File: src/include/slh_pkg.sv
// slh_pkg: constants, states and carriers of the segment lcd host input block
// assumes one 25 MHz system clock; the 100 kHz oscillator is a derived tick
package slh_pkg;
  // clock and oscillator timing
  localparam int unsigned CLK_FREQ_HZ     = 25_000_000;
  localparam int unsigned OSC_FREQ_HZ     = 100_000;
  localparam int unsigned OSC_DIV         = CLK_FREQ_HZ / OSC_FREQ_HZ;
  localparam logic [7:0]  OSC_DIV_LAST    = 8'(OSC_DIV - 1);
  // processing time in oscillator clocks: digit write long, others short
  localparam logic [3:0]  BUSY_DIGIT_OSC  = 4'hA;
  localparam logic [3:0]  BUSY_SHORT_OSC  = 4'h3;
  // write counter last positions
  localparam logic [1:0]  LAST_WIDE       = 2'h1;
  localparam logic [1:0]  LAST_NARROW     = 2'h3;
  // command type field, top two bits of the first byte or nibble
  localparam logic [1:0]  CMD_DIGIT       = 2'h0;
  localparam logic [1:0]  CMD_BIT         = 2'h1;
  localparam logic [1:0]  CMD_MODE        = 2'h2;
  localparam logic [1:0]  CMD_ONE_BYTE    = 2'h3;
  // mode byte field positions (wide second byte / narrow third and fourth nibbles)
  localparam int unsigned MODE_OFF_POS    = 0;
  localparam int unsigned MODE_RDY_POS    = 1;
  localparam int unsigned MODE_EXT_POS    = 2;
  localparam int unsigned MODE_DRV_LSB    = 3;
  localparam int unsigned MODE_DSP_LSB    = 5;
  localparam int unsigned BIT_VAL_POS     = 7;
  // reset and sync values of the mode flags
  localparam logic        OFF_RESET       = 1'b1;
  localparam logic        RDY_RESET       = 1'b0;
  localparam logic        EXT_RESET       = 1'b1;
  localparam logic [1:0]  DRV_RESET       = 2'h0;
  localparam logic [1:0]  DSP_RESET       = 2'h0;

  typedef enum logic [2:0] {
    SLH_IDLE = 3'b001,
    SLH_BUSY = 3'b010,
    SLH_HOLD = 3'b100
  } slh_state_e;

  // host write pins
  typedef struct packed {
    logic       cs_n;
    logic       we_n;
    logic       ready_gate_n;
    logic [7:0] data;
  } slh_host_s;

  // latched modes
  typedef struct packed {
    logic       off;
    logic       ready_mode;
    logic       ext_supply;
    logic [1:0] drive_mode;
    logic [1:0] disp_mode;
  } slh_mode_s;

  // display ram write request
  typedef struct packed {
    logic       digit_we;
    logic       bit_we;
    logic [5:0] segment_index;
    logic [1:0] common_index;
    logic [7:0] data;
  } slh_ram_s;
endpackage : slh_pkg

File: src/design/slh_ctrl.sv
// slh_ctrl: host write assembly, command decode, busy/ready, standby and sync
// assumes host pins are asynchronous to clk_in; display ram lives outside
`timescale 1ns/10ps
module slh_ctrl
  import slh_pkg::*;
(
  // clock and reset
  input  wire logic      clk_in,
  input  wire logic      rst_in,
  // host pins
  input  wire slh_host_s host_in,
  input  wire logic      narrow_in,
  input  wire logic      sync_in,
  input  wire logic      standby_request_in,
  // ready pin, open drain: driven low while oe is high
  output logic           ready_out,
  output logic           ready_oe_out,
  // display ram write port
  output slh_ram_s       ram_out,
  // modes and lcd control
  output slh_mode_s      mode_out,
  output logic           lcd_blank_out,
  output logic           timing_reset_out,
  output logic           osc_stop_out
);

  slh_host_s  host_s1_reg;
  slh_host_s  host_s2_reg;
  logic [2:0] ctl_s1_reg;
  logic [2:0] ctl_s2_reg;
  logic       we_n_d_reg;
  logic       rst_d_reg;
  logic       narrow_reg;
  logic       sync_s;
  logic       stby_s;
  logic       nar_s;
  logic [1:0] cnt_reg;
  logic [7:0] first_reg;
  logic [3:0] nib2_reg;
  logic [3:0] nib3_reg;
  logic [7:0] div_reg;
  logic       tick;
  logic [3:0] busy_reg;
  slh_state_e state_reg;
  slh_mode_s  mode_reg;
  slh_ram_s   ram_reg;
  logic       ready_low_reg;
  logic       wr_edge;
  logic       wr_take;
  logic       sel_reset;
  logic       is_first;
  logic       one_byte;
  logic [1:0] cnt_last;
  logic       cmd_done;
  logic [1:0] cmd_type;
  logic [5:0] cmd_addr;
  logic [7:0] cmd_data;
  logic       busy_now;
  logic       ready_pull;

  // two-stage synchronisers for every pin; stage one feeds stage two only
  always_ff @(posedge clk_in) begin
    host_s1_reg <= host_in;
    host_s2_reg <= host_s1_reg;
    ctl_s1_reg  <= {narrow_in, standby_request_in, sync_in};
    ctl_s2_reg  <= ctl_s1_reg;
  end
  assign sync_s = ctl_s2_reg[0];
  assign stby_s = ctl_s2_reg[1];
  assign nar_s  = ctl_s2_reg[2];

  // variant strap caught during reset and one edge after, so a short
  // reset still sees the strap through both synchroniser stages
  always_ff @(posedge clk_in) begin
    rst_d_reg <= rst_in;
    if (rst_in | rst_d_reg) begin
      narrow_reg <= nar_s;
    end
  end

  // strobe edge detect on the synchronised copy
  always_ff @(posedge clk_in) begin
    if (rst_in) begin
      we_n_d_reg <= 1'b1;
    end else begin
      we_n_d_reg <= host_s2_reg.we_n;
    end
  end

  // data is taken at the rising strobe edge like a static ram write
  assign wr_edge   = host_s2_reg.we_n & ~we_n_d_reg & ~host_s2_reg.cs_n;
  assign busy_now  = (state_reg != SLH_IDLE);
  assign wr_take   = wr_edge & ~busy_now & ~stby_s;
  assign sel_reset = ~host_s2_reg.cs_n & ~host_s2_reg.ready_gate_n;
  assign is_first  = (cnt_reg == 2'h0);
  assign cnt_last  = narrow_reg ? LAST_NARROW : LAST_WIDE;
  // a one-byte code only counts in first position, so in the wide variant a pair
  // of them always lands one in first position and realigns the counter
  assign one_byte  = is_first & (narrow_reg ? (host_s2_reg.data[3:2] == CMD_ONE_BYTE)
                                            : (host_s2_reg.data[7:6] == CMD_ONE_BYTE));
  assign cmd_done  = wr_take & ~one_byte & (cnt_reg == cnt_last);

  // write counter: position from the count of accepted writes, cleared by select with gate low
  always_ff @(posedge clk_in) begin
    if (rst_in) begin
      cnt_reg <= 2'h0;
    end else if (sel_reset) begin
      cnt_reg <= 2'h0;
    end else if (wr_take) begin
      if (one_byte) begin
        cnt_reg <= 2'h0;
      end else if (cnt_reg == cnt_last) begin
        cnt_reg <= 2'h0;
      end else begin
        cnt_reg <= cnt_reg + 2'h1;
      end
    end
  end

  // collect the earlier pieces of the command
  always_ff @(posedge clk_in) begin
    if (rst_in) begin
      first_reg <= 8'h00;
      nib2_reg  <= 4'h0;
      nib3_reg  <= 4'h0;
    end else if (wr_take & ~one_byte & ~sel_reset) begin
      if (is_first) begin
        first_reg <= host_s2_reg.data;
      end
      if (cnt_reg == 2'h1) begin
        nib2_reg <= host_s2_reg.data[3:0];
      end
      if (cnt_reg == 2'h2) begin
        nib3_reg <= host_s2_reg.data[3:0];
      end
    end
  end

  // field decode of the completed command
  always_comb begin
    if (narrow_reg) begin
      cmd_type = first_reg[3:2];
      cmd_addr = {first_reg[1:0], nib2_reg};
      cmd_data = {nib3_reg, host_s2_reg.data[3:0]};
    end else begin
      cmd_type = first_reg[7:6];
      cmd_addr = first_reg[5:0];
      cmd_data = host_s2_reg.data;
    end
  end

  // ram write request, one cycle per completed data command
  always_ff @(posedge clk_in) begin
    if (rst_in) begin
      ram_reg <= '0;
    end else begin
      ram_reg.digit_we <= 1'b0;
      ram_reg.bit_we   <= 1'b0;
      if (cmd_done & ~sel_reset) begin
        ram_reg.segment_index <= cmd_addr;
        ram_reg.data          <= cmd_data;
        ram_reg.common_index  <= narrow_reg ? 2'h0 : cmd_data[1:0];
        ram_reg.digit_we      <= (cmd_type == CMD_DIGIT);
        ram_reg.bit_we        <= (cmd_type == CMD_BIT);
      end
    end
  end

  // mode latch; sync wins so several chips restart from the same state
  always_ff @(posedge clk_in) begin
    if (rst_in) begin
      mode_reg <= '{OFF_RESET, RDY_RESET, EXT_RESET, DRV_RESET, DSP_RESET};
    end else if (sync_s) begin
      mode_reg.off        <= OFF_RESET;
      mode_reg.ready_mode <= RDY_RESET;
      mode_reg.ext_supply <= EXT_RESET;
    end else if (cmd_done & ~sel_reset & (cmd_type == CMD_MODE)) begin
      mode_reg.off        <= cmd_data[MODE_OFF_POS];
      mode_reg.ready_mode <= cmd_data[MODE_RDY_POS];
      if (!narrow_reg) begin
        mode_reg.ext_supply <= cmd_data[MODE_EXT_POS];
        mode_reg.drive_mode <= cmd_data[MODE_DRV_LSB +: 2];
        mode_reg.disp_mode  <= cmd_data[MODE_DSP_LSB +: 2];
      end
    end
  end

  // oscillator tick divider; halted in standby like the real oscillator
  always_ff @(posedge clk_in) begin
    if (rst_in) begin
      div_reg <= 8'h00;
    end else if (stby_s) begin
      div_reg <= div_reg;
    end else if (div_reg == OSC_DIV_LAST) begin
      div_reg <= 8'h00;
    end else begin
      div_reg <= div_reg + 8'h01;
    end
  end
  assign tick = ~stby_s & (div_reg == OSC_DIV_LAST);

  // processing state machine, counted in oscillator clocks
  always_ff @(posedge clk_in) begin
    if (rst_in) begin
      state_reg <= SLH_IDLE;
      busy_reg  <= 4'h0;
    end else begin
      case (state_reg)
        SLH_IDLE: begin
          if (cmd_done & ~sel_reset) begin
            state_reg <= SLH_BUSY;
            busy_reg  <= (cmd_type == CMD_DIGIT) ? BUSY_DIGIT_OSC : BUSY_SHORT_OSC;
          end
        end
        SLH_BUSY: begin
          if (stby_s) begin
            state_reg <= SLH_HOLD;
          end else if (tick) begin
            if (busy_reg == 4'h1) begin
              state_reg <= SLH_IDLE;
              busy_reg  <= 4'h0;
            end else begin
              busy_reg <= busy_reg - 4'h1;
            end
          end
        end
        SLH_HOLD: begin
          if (!stby_s) begin
            state_reg <= SLH_BUSY;
          end
        end
        default: begin
          state_reg <= SLH_IDLE;
          busy_reg  <= 4'h0;
        end
      endcase
    end
  end

  // ready pull-down; bus mode lets a shared bus see it only when addressed;
  // defined from reset on, so the pin never floats before the first mode set
  assign ready_pull = busy_now & (mode_reg.ready_mode | sel_reset);
  always_ff @(posedge clk_in) begin
    if (rst_in) begin
      ready_low_reg <= 1'b0;
      ready_out     <= 1'b1;
    end else begin
      ready_low_reg <= ready_pull;
      ready_out     <= ~ready_pull;
    end
  end
  assign ready_oe_out = ready_low_reg;

  // lcd control outputs, registered
  always_ff @(posedge clk_in) begin
    if (rst_in) begin
      lcd_blank_out    <= 1'b1;
      timing_reset_out <= 1'b1;
      osc_stop_out     <= 1'b0;
    end else begin
      lcd_blank_out    <= mode_reg.off | stby_s;
      timing_reset_out <= sync_s;
      osc_stop_out     <= stby_s;
    end
  end
  assign ram_out  = ram_reg;
  assign mode_out = mode_reg;
endmodule : slh_ctrl

File: config.mk
export PLATFORM = sky130hd
export DESIGN_NAME = slh_ctrl
export DESIGN_NICKNAME = d
export VERILOG_FILES = /design/src/include/slh_pkg.sv /design/src/design/slh_ctrl.sv
export SDC_FILE = /design/constraint.sdc
export NUM_CORES = 1
export LEC_CHECK = 0
export ABC_AREA = 1
export BUFFER_PORTS_ARGS = -buffer_cell sky130_fd_sc_hd__clkbuf_2
export CAP_MARGIN = 30
export CORE_ASPECT_RATIO = 0.6
export CORE_MARGIN = 4
export CORE_UTILIZATION = 40
export CTS_CLUSTER_SIZE = 24
export DETAILED_ROUTE_END_ITERATION = 10
export GPL_TIMING_DRIVEN = 0
export HOLD_SLACK_MARGIN = 0.15
export SLEW_MARGIN = 20
export SYNTH_ARGS = -nofsm -noshare
export SYNTH_HDL_FRONTEND = slang
export SYNTH_SLANG_ARGS = --single-unit
File: constraint.sdc
create_clock -name clk_in -period 1.64 [get_ports clk_in]
set_input_delay 0.328 -clock clk_in [delete_from_list [all_inputs] [get_ports clk_in]]
set_output_delay 0.328 -clock clk_in [all_outputs]
set_load 0.1 [all_outputs]
==> run_results.csv <==
group,metric,value,unit
synthesis,synth-seq-cells,94,
cts,cts_tree,"yes",
flow_run,maxCapViolCount,0,
synthesis,syn_area,3410,µm²
synthesis,synth_fp_nets,425,
sta,rsz0062_at_grt,"true",
finish,post-route-util,56.0,%
finish,multi_input_area,1470,µm²
synthesis,synth_edf_count,1,
worst_setup_path,crit_family,"simple AND/OR/NAND/NOR gates",
worst_setup_path,cp.required,1.91,ns
worst_setup_path,cp_num_buf_inv,2,
finish,antenna_cells,0,
cts,cts.htree.levels,3,
worst_setup_path,reg2reg_from,"narrow_reg",
finish,seqCellArea,1890,µm²
finish,largest_reg_flops,18,
worst_setup_path,r2r_cells,9,
route,drt_wl_total,8.10,mm
cts,clockBufferDepth,2,
sta,relSlewSlack,58.0,%
worst_setup_path,cp.arrival,1.96,ns
floorplanning,core-area,8070,µm²
hold_path,holdCritPathClass,"reg -> reg",
global_route,grt_antenna_before_repair,0,
placed_design,io_buffers,45,
worst_setup_path,path_cells,"buf_6 > nand2_1 > nand2_2 > nand3_4 > nand3_4 > nor2_4 > buf_6 > nand4_1 > a21oi_1",
synthesis,async_flop_share,0,%
cts,cts_sinks,94,
route,vias,2834,
sta,fmax,0.595,GHz
finish,fin_cells,598,
worst_setup_path,cp-end-kind,"flop",
floorplanning,io_pins,46,
placed_design,place_congestion,0.874,
route,first_pass_iters,4,
cts,clk_transition_reported_paths,0.07,ns
worst_setup_path,slowest_stage,"edfxtp_1",
finish,syn2layout_area_growth,32.7,%
floorplanning,rows,25,
sta,tightest_slew,0.629,ns
sta,finalHoldViolCount,0,
route,drtIter0Drc,250,
synthesis,yosysWarnings,0,
global_route,grt_usage,16.3,%
sta,slew_viol_final,0,
hold_path,holdPathStages,0,
finish,drive_gt1_share,26.9,%
synthesis,netlist_instances,402,
worst_setup_path,critPathMaxFanout,6,
global_route,grt_overflow,0,
worst_setup_path,r2r_slack,-0.04,ns
cts,clk_latency,0.34,ns
route,antenna_left,0,
run_status,status,"complete, but fails checks",
worst_setup_path,critPathLaunch,"narrow_reg",
floorplanning,fp.dieW,127,µm
cts,cts-root-buf,"clkbuf_16",
worst_setup_path,path_class,"reg -> reg",
synthesis,avgSynthCellArea,8.47,µm²
placed_design,place_inst,555,
floorplanning,start_util,42.2,%
sta,timing.final.crit_share,102,%
synthesis,yosys.cell_types.count,29,
sta,period_minus_slack,1.68,ns
route,via_per_inst,4.74,
synthesis,yosysSeqAreaShare,55.5,%
finish,final_cell_area,4520,µm²
pwr,pwr_density_cell,1200,nW/µm²
run_status,violations,"setup timing",
floorplanning,die_h,79.5,µm
synthesis,synth_ff_type,"dfxtp_1",
sta,clock_skew,0.00427,ns
global_route,grt_pass1_vias,2646,
cts,numCtsBuffers,9,
worst_setup_path,max_stage_delay,0.47,ns
sta,setup_viol,18,
placed_design,dpl-instance-area,3770,µm²
pwr,peakVddDrop,789,µV
finish,nFillCells,747,
sta,tns,-0.234,ns
finish,nets,508,
route,drc,0,
worst_setup_path,r2r-end,"mode_out[2]",
hold_path,hp-start,"host_s1_reg[10]",
pwr,p_leak,1.77,nW
placed_design,hpwl,5.71,mm
hold_path,hold_path_end,"host_s2_reg[10]",
sta,setup_ws,-0.0410,ns
route,wl_per_cell,13.5,µm
floorplanning,dieArea,10100,µm²
worst_setup_path,start_kind,"flop",
global_route,grt_pass1_wl,12.8,mm
global_route,grt_max_degree,19,
-- area by class of cell --
class	count	area share, %
sequential	94	41.9
multi-input combinational	257	32.5
timing repair buffer	72	11.0
clock buffer	9	4.98
inverter	39	3.35
tap	108	2.99
buffer	12	1.91
clock inverter	7	1.38
-- report_power, final --
| part | switching [mW] | internal (mW) | leakage [nW] |
|---|---|---|---|
| Clock | 0.930 | 1.06 | 0.139 |
| Sequential | 0.0833 | 2.41 | 0.773 |
| Combinational | 0.571 | 0.351 | 0.860 |
| Total | 1.58 | 3.82 | 1.77 |
-- how the worst max path moves through the flow --
stage                    to  slack (ns)  depth (start not counted)
3_3_place_gp   first_reg[7]       -0.14                         10
5_1_grt         mode_out[0]       -0.15                          9
4_1_cts         mode_out[3]      -0.004                          7
3_5_place_dp   first_reg[7]       -0.16                         10
6_report        mode_out[2]       -0.04                          9
2_1_floorplan  first_reg[5]        0.15                          9
-- worst register-to-register path: stages (launching register included) --
cell and delay [ns]:
edfxtp_1 0.47, buf_6 0.16, nand2_1 0.07, nand2_2 0.07, nand3_4 0.10, nand3_4 0.10
nor2_4 0.23, buf_6 0.15, nand4_1 0.09, a21oi_1 0.15
-- Yosys cell counts, types with 2 or more instances --
library cell	instances	area (µm²)
nand3_1	24	120
buf_6	3	33.8
dfxtp_1	93	1860
o21ai_1	5	25.0
nand2_1	90	338
nor3b_1	3	22.5
a21oi_1	50	250
inv_1	34	128
nand3_2	2	20.0
nand4_1	6	37.5
nor2_4	2	22.5
nand2_2	3	18.8
o21ai_0	27	135
xor2_1	4	35.0
nor3_1	6	30.0
inv_2	4	15.0
nor2_1	22	82.6
clkbuf_1	6	22.5
ha_1	7	87.6
buf_2	2	10.0
-- per-stage QoR --
step | hold WS (ns) | worst slack [ns] | power, mW
5_1_grt | 0.335 | -0.151 | 5.65
4_1_cts | 0.320 | -0.00414 | 5.25
3_3_place_gp | 0.312 | -0.141 | 3.19
3_5_place_dp | 0.312 | -0.163 | 3.20
2_1_floorplan | 0.310 | 0.150 | 3.04
6_report | 0.323 | -0.0410 | 5.40
-- repair_timing --
item,in CTS,in global routing
resized for setup,10,51
hold buffers,15,0
pin swaps,2,15
setup buffers,5,5
setup endpoints to repair,35,46
gates cloned,0,2
endpoints found under the hold margin,15,0
-- layout by cell type (no fill, tap or decap), drive strengths merged --
master and count:
a21boi 1, a21oi 50, a31oi 1, buf 16, clkbuf 62, clkinv 1, clkinvlp 1, dfxtp 93
dlygate4sd3 15, edfxtp 1, ha 7, inv 44, nand2 93, nand3 27, nand4 7, nor2 24
nor3 6, nor3b 3, o21a 1, o21ai 32, or2 1, xor2 4
-- cells by family after synthesis --
| group | synth area share (%) |
|---|---|
| DFF | 55.5 |
| and+or+nand+nor | 21.6 |
| adders and majority gates | 2.57 |
| buffers and inverters | 6.54 |
| xor gates and xnor gates | 1.03 |
| AOI/OAI and AO/OA | 12.7 |
-- layer usage --
metal	track usage [%]	vias up	share of wire [%]	wire length, µm
met5	0	-	0	0
met2	22.4	84	39	3180
met4	6.00	0	1.3	104
met3	5.55	9	7.3	588
li1	-	1482	-	-
met1	23.4	1259	52	4230
(Power assumes the default switching activity.)
